<file path="src/link_pkg.sv">
// Notes on behaviour
// - Send only K28.5 during code group sync
// - Sync request held keeps commas until boundary
// - Alignment sequence starts at next multiframe boundary
// - Four alignment multiframes, each R first, A last
// - First alignment multiframe carries ramp after R
// - Second multiframe: R, Q, 14 config octets, A
// - Undefined alignment slots carry ramp data
// - Alignment sequence is never scrambled
// - Third and fourth multiframes repeat the first
// - Many config fields hold value minus one
// - Stream data after alignment; scrambling on by default
// - Scrambled frame end 0xFC becomes F
// - Scrambled multiframe end 0x7C becomes A
// - Unscrambled repeated frame end becomes A or F
// - Alignment insertion on by default, switchable
// - 8b/10b keeps line DC balanced, inserts controls
// - Encoder bypass, invert and mirror options
// - Lane outputs powered after reset
// - Control characters are K28.0/.3/.4/.5/.7
package link_pkg;

    localparam int OCT_PER_FRAME = 4;
    localparam int FRM_W         = 2;
    localparam int FRAMES_PER_MF = 32;
    localparam int MF_OCTETS     = OCT_PER_FRAME * FRAMES_PER_MF;
    localparam int POS_W         = 7;
    localparam int ILAS_MFS      = 4;
    localparam int ILAS_CYCLES   = ILAS_MFS * MF_OCTETS;
    localparam int CFG_FIRST     = 2;
    localparam int CFG_COUNT     = 14;
    localparam int SYNC_STAGES   = 3;

    localparam logic [7:0] CH_R = 8'h1C;
    localparam logic [7:0] CH_A = 8'h7C;
    localparam logic [7:0] CH_Q = 8'h9C;
    localparam logic [7:0] CH_K = 8'hBC;
    localparam logic [7:0] CH_F = 8'hFC;

    // Link parameters as sent in the configuration octets
    localparam int CFG_L        = 1;
    localparam int CFG_M        = 1;
    localparam int CFG_N        = 12;
    localparam int CFG_NP       = 16;
    localparam int CFG_S        = 4;
    localparam int CFG_CS       = 0;
    localparam int CFG_CF       = 0;
    localparam int CFG_HD       = 0;
    localparam int CFG_SUBCLASS = 1;
    localparam int CFG_JESDV    = 1;
    // Arbitrary identity values
    localparam logic [7:0] CFG_DEV_ID  = 8'h5A;
    localparam logic [7:0] CFG_BANK_ID = 8'h00;
    localparam logic [7:0] CFG_LANE_ID = 8'h00;

    localparam logic [14:0] SCR_SEED  = 15'h7FFF;
    localparam logic [1:0]  PIN_RESET = 2'h0;

    typedef enum logic [1:0] {
        ST_CGS  = 2'b00,
        ST_ILAS = 2'b01,
        ST_DATA = 2'b10
    } phase_t;

endpackage : link_pkg

</file>
<file path="src/enc_8b10b.sv">
`timescale 1ns/1ps
module enc_8b10b (
    input  wire logic       clock,    // 40 MHz clock
    input  wire logic       rstn,     // Sync reset, active low
    input  wire logic [7:0] octet,    // Octet to encode
    input  wire logic       is_k,     // Octet is a control character
    input  wire logic       bypass,   // Send raw octet
    input  wire logic       invert,   // Invert all bits
    input  wire logic       mirror,   // Reverse bit order
    output logic      [9:0] code_out  // Registered character, bit 9 first
);

    logic       rd_r;
    logic       rd_nxt;
    logic [9:0] code_r;
    logic [9:0] code_nxt;
    logic [9:0] raw10;
    logic [5:0] d6;
    logic [3:0] d4;
    logic       bal6;
    logic       bal4;
    logic       rd_mid;
    logic [4:0] x5;

    function automatic logic [5:0] tab6(input logic [4:0] x);
        case (x)
            5'd0:    tab6 = 6'b100111;
            5'd1:    tab6 = 6'b011101;
            5'd2:    tab6 = 6'b101101;
            5'd3:    tab6 = 6'b110001;
            5'd4:    tab6 = 6'b110101;
            5'd5:    tab6 = 6'b101001;
            5'd6:    tab6 = 6'b011001;
            5'd7:    tab6 = 6'b111000;
            5'd8:    tab6 = 6'b111001;
            5'd9:    tab6 = 6'b100101;
            5'd10:   tab6 = 6'b010101;
            5'd11:   tab6 = 6'b110100;
            5'd12:   tab6 = 6'b001101;
            5'd13:   tab6 = 6'b101100;
            5'd14:   tab6 = 6'b011100;
            5'd15:   tab6 = 6'b010111;
            5'd16:   tab6 = 6'b011011;
            5'd17:   tab6 = 6'b100011;
            5'd18:   tab6 = 6'b010011;
            5'd19:   tab6 = 6'b110010;
            5'd20:   tab6 = 6'b001011;
            5'd21:   tab6 = 6'b101010;
            5'd22:   tab6 = 6'b011010;
            5'd23:   tab6 = 6'b111010;
            5'd24:   tab6 = 6'b110011;
            5'd25:   tab6 = 6'b100110;
            5'd26:   tab6 = 6'b010110;
            5'd27:   tab6 = 6'b110110;
            5'd28:   tab6 = 6'b001110;
            5'd29:   tab6 = 6'b101110;
            5'd30:   tab6 = 6'b011110;
            default: tab6 = 6'b101011;
        endcase
    endfunction : tab6

    function automatic logic [3:0] tab4(input logic [2:0] y, input logic k);
        case (y)
            3'd0:    tab4 = 4'b1011;
            3'd1:    tab4 = k ? 4'b0110 : 4'b1001;
            3'd2:    tab4 = k ? 4'b1010 : 4'b0101;
            3'd3:    tab4 = 4'b1100;
            3'd4:    tab4 = 4'b1101;
            3'd5:    tab4 = k ? 4'b0101 : 4'b1010;
            3'd6:    tab4 = k ? 4'b1001 : 4'b0110;
            default: tab4 = k ? 4'b0111 : 4'b1110;
        endcase
    endfunction : tab4

    always_comb
    begin
        x5     = octet[4:0];
        d6     = is_k ? 6'b001111 : tab6(x5);
        bal6   = ($countones(d6) == 3);
        if (rd_r && (!bal6 || (!is_k && x5 == 5'd7)))
            d6 = ~d6;
        rd_mid = rd_r ^ !bal6;
        d4     = tab4(octet[7:5], is_k);
        if (!is_k && octet[7:5] == 3'd7 &&
            ((!rd_mid && (x5 == 5'd17 || x5 == 5'd18 || x5 == 5'd20)) ||
             (rd_mid && (x5 == 5'd11 || x5 == 5'd13 || x5 == 5'd14))))
            d4 = 4'b0111;
        bal4   = ($countones(d4) == 2);
        if (rd_mid && (is_k || !bal4 || octet[7:5] == 3'd3))
            d4 = ~d4;
        raw10  = {d6, d4};
        rd_nxt = bypass ? rd_r : (rd_mid ^ !bal4);
        code_nxt = bypass ? {2'b00, octet} : raw10;
        if (invert)
            code_nxt = ~code_nxt;
        if (mirror)
            code_nxt = {<<{code_nxt}};
    end

    always_ff @(posedge clock)
    begin
        if (!rstn)
        begin
            rd_r   <= 1'b0;
            code_r <= 10'h000;
        end
        else
        begin
            rd_r   <= rd_nxt;
            code_r <= code_nxt;
        end
    end

    assign code_out = code_r;

    dc_balance_a: assert property (@(posedge clock) disable iff (!rstn)
        $countones(raw10) inside {4, 5, 6})
        else $error("Character disparity out of range");

    rd_flip_a: assert property (@(posedge clock) disable iff (!rstn)
        (!bypass && $countones(raw10) != 5) |=> (rd_r != $past(rd_r)))
        else $error("Running disparity did not follow character");

endmodule : enc_8b10b

</file>
<file path="src/tx_link.sv">
`timescale 1ns/1ps
module tx_link (
    input  wire logic       clock,            // 40 MHz clock
    input  wire logic       rstn,             // Sync reset, active low
    input  wire logic       sync_request_n,   // Receiver sync request pin, low active
    input  wire logic       sysref,           // System reference pin
    input  wire logic [7:0] data_in,          // User octet from transport
    output logic            data_take,        // Octet on data_in consumed
    input  wire logic       link_reset,       // Hold link in code group sync
    input  wire logic       scramble_off,     // Disable data scrambling
    input  wire logic       align_insert_off, // Disable alignment insertion
    input  wire logic       enc_bypass,       // Encoder bypass
    input  wire logic       enc_invert,       // Encoder output invert
    input  wire logic       enc_mirror,       // Encoder output mirror
    input  wire logic       lane_disable,     // Power lane down
    output logic            lane_on,          // Lane driver powered
    output logic      [9:0] lane_data,        // Encoded character
    output logic      [1:0] phase             // Current link phase
);

    ////////////////////////////////////////////////////////////////////////////
    // Pin synchronisers

    localparam int NPIN        = 2;
    localparam int SYNC_STAGES = link_pkg::SYNC_STAGES;

    logic [NPIN-1:0]        pin_in;
    logic [SYNC_STAGES-1:0] sh_r    [NPIN];
    logic [SYNC_STAGES-1:0] sh_nxt  [NPIN];
    logic                   lvl_r   [NPIN];
    logic                   lvl_nxt [NPIN];
    logic                   sync_ok;
    logic                   sysref_edge;


    assign pin_in = {sysref, sync_request_n};

    genvar gi;
    generate
        for (gi = 0; gi < NPIN; gi++)
        begin : g_pin
            always_comb
            begin
                sh_nxt[gi]  = {sh_r[gi][SYNC_STAGES-2:0], pin_in[gi]};
                lvl_nxt[gi] = (sh_r[gi][1] == sh_r[gi][2]) ? sh_r[gi][2] : lvl_r[gi];
            end

            always_ff @(posedge clock)
            begin
                if (!rstn)
                begin
                    sh_r[gi]  <= '0;
                    lvl_r[gi] <= link_pkg::PIN_RESET[gi];
                end
                else
                begin
                    sh_r[gi]  <= sh_nxt[gi];
                    lvl_r[gi] <= lvl_nxt[gi];
                end
            end
        end
    endgenerate

    assign sync_ok     = lvl_r[0];
    assign sysref_edge = lvl_nxt[1] & ~lvl_r[1];

    ////////////////////////////////////////////////////////////////////////////
    // Phase and multiframe position

    localparam logic [6:0] MF_LAST  = 7'(link_pkg::MF_OCTETS - 1);
    localparam logic [1:0] ILAS_END = 2'(link_pkg::ILAS_MFS - 1);

    link_pkg::phase_t state_r;
    link_pkg::phase_t state_nxt;
    logic [6:0]       pos_r;
    logic [6:0]       pos_nxt;
    logic [1:0]       mf_r;
    logic [1:0]       mf_nxt;
    logic             mf_end;
    logic             frame_end;

    assign mf_end    = (pos_r == MF_LAST);
    assign frame_end = (pos_r[link_pkg::FRM_W-1:0] == {link_pkg::FRM_W{1'b1}});

    always_comb
    begin
        state_nxt = state_r;
        mf_nxt    = mf_r;
        pos_nxt   = sysref_edge ? 7'h00 : 7'(pos_r + 7'h01);
        case (state_r)
            link_pkg::ST_CGS:
                if (sync_ok && mf_end)
                begin
                    state_nxt = link_pkg::ST_ILAS;
                    mf_nxt    = 2'h0;
                end
            link_pkg::ST_ILAS:
                if (!sync_ok)
                    state_nxt = link_pkg::ST_CGS;
                else if (mf_end)
                begin
                    if (mf_r == ILAS_END)
                        state_nxt = link_pkg::ST_DATA;
                    else
                        mf_nxt = 2'(mf_r + 2'h1);
                end
            link_pkg::ST_DATA:
                if (!sync_ok)
                    state_nxt = link_pkg::ST_CGS;
            default:
                state_nxt = link_pkg::ST_CGS;
        endcase
        if (link_reset)
            state_nxt = link_pkg::ST_CGS;
    end

    always_ff @(posedge clock)
    begin
        if (!rstn)
        begin
            state_r <= link_pkg::ST_CGS;
            pos_r   <= 7'h00;
            mf_r    <= 2'h0;
        end
        else
        begin
            state_r <= state_nxt;
            pos_r   <= pos_nxt;
            mf_r    <= mf_nxt;
        end
    end

    ////////////////////////////////////////////////////////////////////////////
    // Configuration octets

    function automatic logic [7:0] cfg_field(input logic [3:0] idx, input logic scr);
        case (idx)
            4'd0:    cfg_field = link_pkg::CFG_DEV_ID;
            4'd1:    cfg_field = link_pkg::CFG_BANK_ID;
            4'd2:    cfg_field = link_pkg::CFG_LANE_ID;
            4'd3:    cfg_field = {scr, 2'b00, 5'(link_pkg::CFG_L - 1)};
            4'd4:    cfg_field = 8'(link_pkg::OCT_PER_FRAME - 1);
            4'd5:    cfg_field = {3'b000, 5'(link_pkg::FRAMES_PER_MF - 1)};
            4'd6:    cfg_field = 8'(link_pkg::CFG_M - 1);
            4'd7:    cfg_field = {2'(link_pkg::CFG_CS), 1'b0, 5'(link_pkg::CFG_N - 1)};
            4'd8:    cfg_field = {3'(link_pkg::CFG_SUBCLASS), 5'(link_pkg::CFG_NP - 1)};
            4'd9:    cfg_field = {3'(link_pkg::CFG_JESDV), 5'(link_pkg::CFG_S - 1)};
            4'd10:   cfg_field = {1'(link_pkg::CFG_HD), 2'b00, 5'(link_pkg::CFG_CF)};
            default: cfg_field = 8'h00;
        endcase
    endfunction : cfg_field

    logic [7:0] fchk;
    logic [3:0] cfg_idx;
    logic       cfg_slot;

    always_comb
    begin
        fchk = 8'h00;
        for (int i = 0; i < link_pkg::CFG_COUNT - 1; i++)
            fchk = 8'(fchk + cfg_field(4'(i), !scramble_off));
    end

    assign cfg_idx  = 4'(pos_r - 7'(link_pkg::CFG_FIRST));
    assign cfg_slot = (mf_r == 2'h1) && (pos_r >= 7'(link_pkg::CFG_FIRST)) &&
                      (pos_r < 7'(link_pkg::CFG_FIRST + link_pkg::CFG_COUNT));

    ////////////////////////////////////////////////////////////////////////////
    // Character selection, scrambler and alignment substitution

    logic [14:0] scr_r;
    logic [14:0] scr_nxt;
    logic [14:0] scr_st;
    logic [7:0]  prev_r;
    logic [7:0]  prev_nxt;
    logic [7:0]  link_oct;
    logic [7:0]  enc_oct;
    logic        enc_k;
    logic        lane_on_r;

    always_comb
    begin
        scr_st   = scr_r;
        for (int b = 7; b >= 0; b--)
        begin
            link_oct[b] = data_in[b] ^ scr_st[14] ^ scr_st[13];
            scr_st      = {scr_st[13:0], link_oct[b]};
        end
        if (scramble_off)
            link_oct = data_in;
        scr_nxt  = scr_r;
        prev_nxt = prev_r;
        enc_k    = 1'b1;
        enc_oct  = link_pkg::CH_K;
        case (state_r)
            link_pkg::ST_ILAS:
            begin
                enc_k   = 1'b0;
                enc_oct = {1'b0, pos_r};
                if (pos_r == 7'h00)
                begin
                    enc_k   = 1'b1;
                    enc_oct = link_pkg::CH_R;
                end
                else if (mf_end)
                begin
                    enc_k   = 1'b1;
                    enc_oct = link_pkg::CH_A;
                end
                else if (mf_r == 2'h1 && pos_r == 7'h01)
                begin
                    enc_k   = 1'b1;
                    enc_oct = link_pkg::CH_Q;
                end
                else if (cfg_slot)
                    enc_oct = (cfg_idx == 4'(link_pkg::CFG_COUNT - 1)) ?
                              fchk : cfg_field(cfg_idx, !scramble_off);
            end
            link_pkg::ST_DATA:
            begin
                enc_k   = 1'b0;
                enc_oct = link_oct;
                if (!scramble_off)
                    scr_nxt = scr_st;
                if (frame_end)
                    prev_nxt = link_oct;
                if (!align_insert_off && frame_end)
                begin
                    if (!scramble_off)
                    begin
                        if (mf_end && link_oct == link_pkg::CH_A)
                            enc_k = 1'b1;
                        else if (link_oct == link_pkg::CH_F)
                            enc_k = 1'b1;
                    end
                    else if (link_oct == prev_r)
                    begin
                        enc_k   = 1'b1;
                        enc_oct = mf_end ? link_pkg::CH_A : link_pkg::CH_F;
                    end
                end
            end
            default:
            begin
                enc_k   = 1'b1;
                enc_oct = link_pkg::CH_K;
            end
        endcase
    end

    always_ff @(posedge clock)
    begin
        if (!rstn)
        begin
            scr_r     <= link_pkg::SCR_SEED;
            prev_r    <= 8'h00;
            lane_on_r <= 1'b1;
        end
        else
        begin
            scr_r     <= scr_nxt;
            prev_r    <= prev_nxt;
            lane_on_r <= !lane_disable;
        end
    end

    assign data_take = (state_r == link_pkg::ST_DATA);
    assign lane_on   = lane_on_r;
    assign phase     = state_r;

    enc_8b10b u_enc (
        .clock    (clock),
        .rstn     (rstn),
        .octet    (enc_oct),
        .is_k     (enc_k),
        .bypass   (enc_bypass),
        .invert   (enc_invert),
        .mirror   (enc_mirror),
        .code_out (lane_data)
    );

    ////////////////////////////////////////////////////////////////////////////
    // Checks

    logic [9:0] ilas_cnt_r;

    always_ff @(posedge clock)
    begin
        if (!rstn || state_r != link_pkg::ST_ILAS)
            ilas_cnt_r <= 10'h000;
        else
            ilas_cnt_r <= 10'(ilas_cnt_r + 10'h001);
    end

    cgs_comma_a: assert property (@(posedge clock) disable iff (!rstn)
        (state_r == link_pkg::ST_CGS) |-> (enc_k && enc_oct == link_pkg::CH_K))
        else $error("Non-comma sent during code group sync");

    ilas_start_a: assert property (@(posedge clock) disable iff (!rstn)
        (state_r == link_pkg::ST_CGS && sync_ok && mf_end && !link_reset && !sysref_edge)
        |=> (state_r == link_pkg::ST_ILAS && pos_r == 7'h00))
        else $error("Alignment sequence not started at boundary");

    ilas_len_a: assert property (@(posedge clock) disable iff (!rstn)
        (state_r == link_pkg::ST_DATA && $past(state_r) == link_pkg::ST_ILAS)
        |-> ($past(ilas_cnt_r) == 10'(link_pkg::ILAS_CYCLES - 1)))
        else $error("Alignment sequence length wrong");

    ilas_ends_a: assert property (@(posedge clock) disable iff (!rstn)
        (state_r == link_pkg::ST_ILAS && (pos_r == 7'h00 || mf_end))
        |-> (enc_k && enc_oct == (mf_end ? link_pkg::CH_A : link_pkg::CH_R)))
        else $error("Multiframe start or end character wrong");

    ilas_q_a: assert property (@(posedge clock) disable iff (!rstn)
        (state_r == link_pkg::ST_ILAS && mf_r == 2'h1 && pos_r == 7'h01)
        |-> (enc_k && enc_oct == link_pkg::CH_Q))
        else $error("Link configuration marker missing");

    ilas_ramp_a: assert property (@(posedge clock) disable iff (!rstn)
        (state_r == link_pkg::ST_ILAS && !enc_k && !cfg_slot)
        |-> (enc_oct == {1'b0, pos_r}))
        else $error("Alignment filler is not ramp");

    scr_f_a: assert property (@(posedge clock) disable iff (!rstn)
        (state_r == link_pkg::ST_DATA && !scramble_off && !align_insert_off &&
         frame_end && !mf_end && link_oct == link_pkg::CH_F) |-> enc_k)
        else $error("Frame alignment character not inserted");

    nscr_rep_a: assert property (@(posedge clock) disable iff (!rstn)
        (state_r == link_pkg::ST_DATA && scramble_off && !align_insert_off &&
         frame_end && link_oct == prev_r)
        |-> (enc_k && enc_oct == (mf_end ? link_pkg::CH_A : link_pkg::CH_F)))
        else $error("Repeated frame end not replaced");

    resync_a: assert property (@(posedge clock) disable iff (!rstn)
        (state_r != link_pkg::ST_CGS && !sync_ok) |=> (state_r == link_pkg::ST_CGS))
        else $error("Sync request did not return to commas");

    lane_pwr_a: assert property (@(posedge clock)
        $rose(rstn) |-> lane_on)
        else $error("Lane not powered after reset");

    ilas_seen_c: cover property (@(posedge clock) disable iff (!rstn)
        state_r == link_pkg::ST_ILAS && mf_r == 2'h3 && mf_end);
    data_seen_c: cover property (@(posedge clock) disable iff (!rstn)
        $rose(state_r == link_pkg::ST_DATA));
    f_insert_c: cover property (@(posedge clock) disable iff (!rstn)
        state_r == link_pkg::ST_DATA && enc_k && enc_oct == link_pkg::CH_F);
    a_insert_c: cover property (@(posedge clock) disable iff (!rstn)
        state_r == link_pkg::ST_DATA && enc_k && enc_oct == link_pkg::CH_A);

endmodule : tx_link

</file>
<file path="config.mk">
export PLATFORM = sky130hd
export DESIGN_NAME = tx_link
export DESIGN_NICKNAME = d
export VERILOG_FILES = /design/src/link_pkg.sv /design/src/enc_8b10b.sv /design/src/tx_link.sv
export SDC_FILE = /design/constraint.sdc
export NUM_CORES = 1
export LEC_CHECK = 0
export ABC_CLOCK_PERIOD_IN_PS = 8310
export BUFFER_PORTS_ARGS = -buffer_cell sky130_fd_sc_hd__buf_2
export CAP_MARGIN = 20
export CORE_MARGIN = 3
export CORE_UTILIZATION = 55
export CTS_CLUSTER_DIAMETER = 200
export DETAILED_ROUTE_END_ITERATION = 12
export PLACE_DENSITY_LB_ADDON = 0.25
export SYNTH_ARGS = -nofsm -noshare
export SYNTH_HDL_FRONTEND = slang
export SYNTH_SLANG_ARGS = --single-unit
</file>
<file path="constraint.sdc">
create_clock -name clock -period 8.31 [get_ports clock]
set_clock_uncertainty 0.1 [all_clocks]
set_input_delay 0.4155 -clock clock [delete_from_list [all_inputs] [get_ports clock]]
set_output_delay 0.4155 -clock clock [all_outputs]
set_load 0.05 [all_outputs]
</file>
# Word level (Yosys, flattened, before mapping)
# Memory sizes are Yosys's and may differ from the RTL's.
# Index checks and enable logic that the tools add are counted.
# word_totals
register_bits	46
latch_bits	0
mem_bits_rw	8
romBits	192
in_bits	19
out_inout_bits	14
mem_count	3
# classes
n_addsub	17
n_mul	0
n_div	0
magnitude_cmp	2
n_eq_ne	42
n_shift	0
n_mux	53
bitwise_logic	29
reduce_logical	39
# mem_list
name	depth	word_bits	rd	rd_ports_with_merged_regs	wr	line_no	rtl
(name not given)	32	6	1	0	0	enc_8b10b.sv:26	case (x)
sh_r	2	3	2	0	2	tx_link.sv:28	logic [SYNC_STAGES-1:0] sh_r [NPIN];
lvl_r	2	1	2	0	2	tx_link.sv:30	logic lvl_r [NPIN];
# op_table
op	count
adder 32 bit	3
two-way mux 8 bit	10
== test 32 x 3 -> 1 bit, second input constant	2
one-hot mux 8 bit (7 select lines)	1
two-way mux 10 bit	3
two-way mux 4 bit	7
one-hot mux 4 bit (7 select lines)	1
two-way mux 2 bit	9
XOR 1 bit	18
adder 8 x 6 -> 8 bit, second input constant	2
one-hot mux 8 bit (2 select lines)	1
== test 5 x 4 -> 1 bit, second input constant	3
== test 5 bit, second input constant	3
two-way mux 1 bit	14
logical AND 1 bit	13
== test 3 bit, second input constant	4
== test 4 x 3 -> 1 bit, second input constant	3
== test 4 bit, second input constant	3
two-way mux 6 bit	2
adder 1 x 1 -> 2 bit	5
inequality test 2 bit, second input constant	5
NOT 10 bit	1
adder 7 x 8 -> 8 bit, first input constant	1
adder 8 x 2 -> 8 bit, second input constant	1
40 further kinds	67

# Logic depth before layout (Yosys ltp)
# An unclocked memory read counts as a cell.
# depth
word_depth	38
depth_mapped	36

# By module
# From an unflattened synthesis, not the netlist that was laid out.
# hier_totals
cells_unflattened	551
hier_area_um2	4372.9
# by_module_without_submodules
module	n_inst	cells_per_inst	area_each_um2	seq_area_each_um2
tx_link	1	355	2761.4	860.8
enc_8b10b	1	196	1611.5	220.2

# Worst setup path before layout
# No wires, ideal clock.
# synth_timing
path_type	reg2reg
from	register state_r[1], in the netlist phase[1]
to	register u_enc.code_r[2], in the netlist u_enc.code_out[2]
t_arrival_ns	7.928
slack_ns	0.209
path_stages_with_launch	31
n_path_buf	1
synth_period_minus_slack_ns	8.101
path_cell_list	dfxtp_1 -> ha_1 -> clkbuf_1 -> nand2_1 -> a41o_1 -> o21ai_0 -> inv_1 -> ha_1 -> a21oi_1 -> o21ai_0 -> a31oi_1 -> inv_1 -> ha_1 -> fa_1 -> ha_1 -> nand2_1 -> nor3_1 -> xnor2_1 -> or4_1 -> a211oi_1 -> o21ai_1 -> o221ai_2 -> ha_1 -> ha_1 -> fa_1 -> nor3b_1 -> nand2_1 -> o21ai_2 -> xor2_1 -> a221oi_1 -> mux2i_1
# synth_via
elab_chain_cells	27
elab_cells_between_ends	66
cone_classes	8 x add/sub; 18 x eq/ne; 15 x mux; 4 x bitwise; 20 x reduce/logical; 1 x memory
# synth_lines
item	line_no	rtl
from (decl)	tx_link.sv:73	link_pkg::phase_t state_r;
from (signal assigned)	tx_link.sv:121	state_r <= link_pkg::ST_CGS;
from (signal assigned)	tx_link.sv:127	state_r <= state_nxt;
== test 2 bit *	-	
via data_take	tx_link.sv:8	output logic data_take,
one-hot mux 8 bit (2 select lines)	tx_link.sv:195	case (state_r)
memory (32 x 6 bit)	-	
two-way mux 6 bit	enc_8b10b.sv:78	d6 = is_k ? 6'b001111 : tab6(x5);
adder 1 x 1 -> 2 bit (not written as such)	enc_8b10b.sv:79	bal6 = ($countones(d6) == 3);
adder 32 bit (not written as such) (2 in series)	enc_8b10b.sv:79	
== test 32 x 3 -> 1 bit	enc_8b10b.sv:79	
[10 not listed]	-	
logical NOT 1 bit	enc_8b10b.sv:89	if (rd_mid && (is_k || !bal4 || octet[7:5] == 3'd3))
logical OR 1 bit (2 in series)	enc_8b10b.sv:89	
logical AND 1 bit	enc_8b10b.sv:89	
two-way mux 4 bit	enc_8b10b.sv:89	
two-way mux 10 bit *	enc_8b10b.sv:93	code_nxt = bypass ? {2'b00, octet} : raw10;
NOT 10 bit	enc_8b10b.sv:95	code_nxt = ~code_nxt;
two-way mux 10 bit *	enc_8b10b.sv:94	if (invert)
two-way mux 10 bit *	enc_8b10b.sv:96	if (mirror)
to (signal assigned)	enc_8b10b.sv:110	code_r <= code_nxt;
to (decl)	enc_8b10b.sv:15	logic [9:0] code_r;
# Mark *: on every way through the listed nets, which the timed path passes. The rest lies on a longest branch.
# A chain may end at the register's enable or synchronous reset.

# Final worst setup path
# layout_timing
from	register scr_r[12]
to	register u_enc.code_r[2], in the netlist u_enc.code_out[2]
# layout_via
elab_chain_cells	33
elab_cells_between_ends	80
cone_classes	8 x add/sub; 19 x eq/ne; 24 x mux; 7 x bitwise; 21 x reduce/logical; 1 x memory
# layout_lines
item	line_no	rtl
from (decl)	tx_link.sv:171	logic [14:0] scr_r;
from (signal assigned)	tx_link.sv:255	scr_r <= link_pkg::SCR_SEED;
from (signal assigned)	tx_link.sv:261	scr_r <= scr_nxt;
XOR 1 bit (2 in series)	tx_link.sv:186	link_oct[b] = data_in[b] ^ scr_st[14] ^ scr_st[13];
two-way mux 8 bit *	tx_link.sv:189	if (scramble_off)
== test 8 bit (tied with other cells)	tx_link.sv:236	else if (link_oct == prev_r)
two-way mux 8 bit (tied with other cells)	tx_link.sv:236	
two-way mux 8 bit or two-way mux 1 bit (tied branches)	tx_link.sv:229, tx_link.sv:231	
two-way mux 8 bit or two-way mux 1 bit (tied branches)	tx_link.sv:227, tx_link.sv:229	
one-hot mux 8 bit (2 select lines) or two-way mux 1 bit (tied branches)	tx_link.sv:195, tx_link.sv:227	
memory (32 x 6 bit) or one-hot mux 1 bit (2 select lines) (tied branches)	-	
[15 not listed]	-	
logical NOT 1 bit	enc_8b10b.sv:89	
logical OR 1 bit (2 in series)	enc_8b10b.sv:89	
logical AND 1 bit	enc_8b10b.sv:89	
two-way mux 4 bit	enc_8b10b.sv:89	
two-way mux 10 bit *	enc_8b10b.sv:93	
NOT 10 bit	enc_8b10b.sv:95	
two-way mux 10 bit *	enc_8b10b.sv:94	
two-way mux 10 bit *	enc_8b10b.sv:96	
# Mark *: on every way between the ends. The rest lies on a longest branch, timed or not.

==> results.json <==
{
  "cp_max_fo": 8,
  "layout-drive-gt1-share_pct": 14.9,
  "num-nets-final": 616,
  "critPathKind": "flip-flop to flip-flop",
  "grt_first_pass_wirelength_mm": 18.6,
  "worstMarginPinSlew_ns": 1.01,
  "holdCritStartpoint": "lane_disable",
  "drc": 0,
  "core-area_sq_um": 7490,
  "syn_area_per_cell_sq_um": 7.99,
  "drtAntennaViolNets": 0,
  "synth_cells": 549,
  "critical_path_required_ns": 8.45,
  "root_buffer": "clkbuf_8",
  "holdBufCountCts": 0,
  "antenna_found_initial": 0,
  "post_cts_buffers": 0,
  "dieArea_sq_um": 9080,
  "yosysMostFrequentCell": "nand2_1",
  "maxCapViolCount": 0,
  "syn_area_sq_um": 4390,
  "cts_buffers": 5,
  "setup_viol": 0,
  "route.met2.wl_mm": 5.18,
  "outcome": "finished, final reports clean",
  "cp_data_arrival_time_ns": 7.93,
  "die_h_um": 95.3,
  "yosys_warnings": 0,
  "gp_congestion": 0.955,
  "routedWlPerCell_um": 16.4,
  "finalPower_uw": 551,
  "dieWidth_um": 95.3,
  "ys_ff_latch": 54,
  "slowest_delay_ns": 0.48,
  "timing_hold_violations_final": 0,
  "cts_tree": "done",
  "clock-sinks": 54,
  "relSlewSlack_pct": 32.6,
  "fill_cells": 670,
  "grt_pass1_vias": 3944,
  "via_per_inst": 6.03,
  "irDropWorstVdd_mv": 0.0794,
  "rows": 31,
  "power_density_nw_per_um2": 114,
  "vias": 4029,
  "min_path_type": "primary input to flip-flop",
  "grtUsageTotal_pct": 25.5,
  "first_iter_violations": 353,
  "synthDistinctLibCells": 76,
  "wl_met1_mm": 5.03,
  "firstDrtPassIters": 6,
  "h-tree-depth": 2,
  "post-route-min-period_ns": 7.80,
  "clk_pin_slew_ns": 0.10,
  "initial_core_util_pct": 58.6,
  "yosysTopAreaCell": "dfxtp_1",
  "globalRouteOverflowTotal": 0,
  "synthTopCellsByCount": "nand2_1 (73), dfxtp_1 (54), nor2_1 (43), xnor2_1 (35)",
  "clockBufferDepth": 2,
  "cp-startpoint": "scr_r[12]",
  "async_flop_share_pct": 0,
  "routed_wl_mm": 10.9,
  "fin_setup_tns_ns": 0,
  "min_period_over_period_pct": 93.8,
  "synth_edf_count": 0,
  "worstReg2RegStart": "scr_r[12]",
  "crit_slowest_cell": "fa_1",
  "cp_num_buf_inv": 3,
  "cpMostUsedCell": "ha_1",
  "synthFlopType": "dfxtp_1",
  "start_kind": "flip-flop",
  "drv_slew": 0,
  "path_delay_family": "adder cells",
  "n_antenna_cell": 0,
  "whs_ns": 0.154,
  "yosys-top-cells-area": "dfxtp_1 (25%), ha_1 (7.4%), xnor2_1 (7.0%), nand2_1 (6.2%), mux2i_1 (3.9%)",
  "area_growth_pct": 9.90,
  "routed-wl-met3_um": 599,
  "max_freq_ghz": 0.128,
  "syn_nets": 597,
  "ios": 33,
  "ys_seq_area_share_pct": 24.6,
  "leakage_uw": 0.00202,
  "maxUsedRoutingLayer": "met4",
  "dp_hpwl_mm": 8.31,
  "clock_latency_ns": 0.30,
  "synth_top_area_share_pct": 24.6,
  "final_util_pct": 64.4,
  "grt_max_degree": 41,
  "portBuffers": 32,
  "cp-end-kind": "flip-flop"
}
[worst register-to-register path: cells and delay by family (launching register included)]
family | cells | cell delay [ns]
buffers and inverters | 3 | 0.45
flip-flops | 1 | 0.40
AND/OR/NAND/NOR | 7 | 1.62
multiplexers | 1 | 0.22
AO/OA/AOI/OAI | 9 | 2.05
adder cells (fa/ha/maj) | 7 | 2.12
XOR/XNOR | 4 | 0.80
[cell usage in the layout (no fill, tap or decap), types with 16 or more instances in the layout]
cell     count
nand3_1     20
nor2_1      42
ha_1        23
nand2_1     72
o21ai_0     18
dfxtp_1     50
xnor2_1     34
and2_1      16
a21oi_1     17
mux2i_1     17
buf_2       32
inv_1       18
[final cells by class]
class                   count  area (sq um)  area share [%]
well taps                  99           124            2.57
clock inverters             2          37.5           0.779
flip-flops and latches     54          1090            22.5
repair buffers             46           265            5.50
clock buffers               6          72.6            1.51
multi-input cells         442          3160            65.6
inverters                  19          71.3            1.48
[timing repair]
action | CTS | global route
resized for setup | 0 | 19
hold endpoints to repair | 0 | 0
endpoints found under the setup margin | 0 | 8
[metrics by stage]
step,cell area [sq um],std cells,worst slack [ns]
after floorplan,4390,549,0.209
after global placement,4640,660,0.540
after detailed placement,4640,660,0.191
after CTS,4750,668,0.164
after global routing,4820,668,-0.0341
final,4820,668,0.513
[sequential cells by signal (all words and copies together) (netlist names)]
| register | cells |
|---|---|
| lvl_r | 2 |
| scr_r | 15 |
| prev_r | 8 |
| mf_r | 2 |
| pos_r | 7 |
| lane_on | 1 |
| u_enc.code_out | 10 |
| u_enc.rd_r | 1 |
| sh_r | 6 |
| phase | 2 |
[metal layers]
layer,GRT usage (%),vias to the layer above
li1,-,1986
met1,33.6,1915
met2,44.0,116
met3,3.08,12
met4,6.49,0
met5,0,-
[logic make-up (layout without fill, tap and decap cells)]
| kind of cell | Yosys count | after routing | share of synthesized area [%] |
|---|---|---|---|
| AND/OR/NAND/NOR | 215 | 215 | 24.4 |
| AO/OA/AOI/OAI | 125 | 125 | 21.2 |
| XOR/XNOR | 55 | 55 | 12.0 |
| flip-flops | 54 | 54 | 24.6 |
| buffers and inverters | 53 | 73 | 4.82 |
| adder cells (fa/ha/maj) | 29 | 29 | 8.78 |
| multiplexers | 18 | 18 | 4.14 |
[report_power, final]
part	total, uW	internal, uW	switching (uW)
combinational	103	36.5	66.6
clock	178	90.0	87.6
sequential	270	266	4.45
[final timing paths]
| kind | endpoint | slack [ns] | cells past startpoint |
|---|---|---|---|
| worst min-delay path | lane_on | 0.15 | 2 |
| worst min register to register | sh_r[0][1] | 0.34 | 1 |
| worst max register to register | u_enc.code_out[2] | 0.51 | 31 |
| worst max-delay path | u_enc.code_out[2] | 0.51 | 31 |
Power figures use the tool's default switching activity.
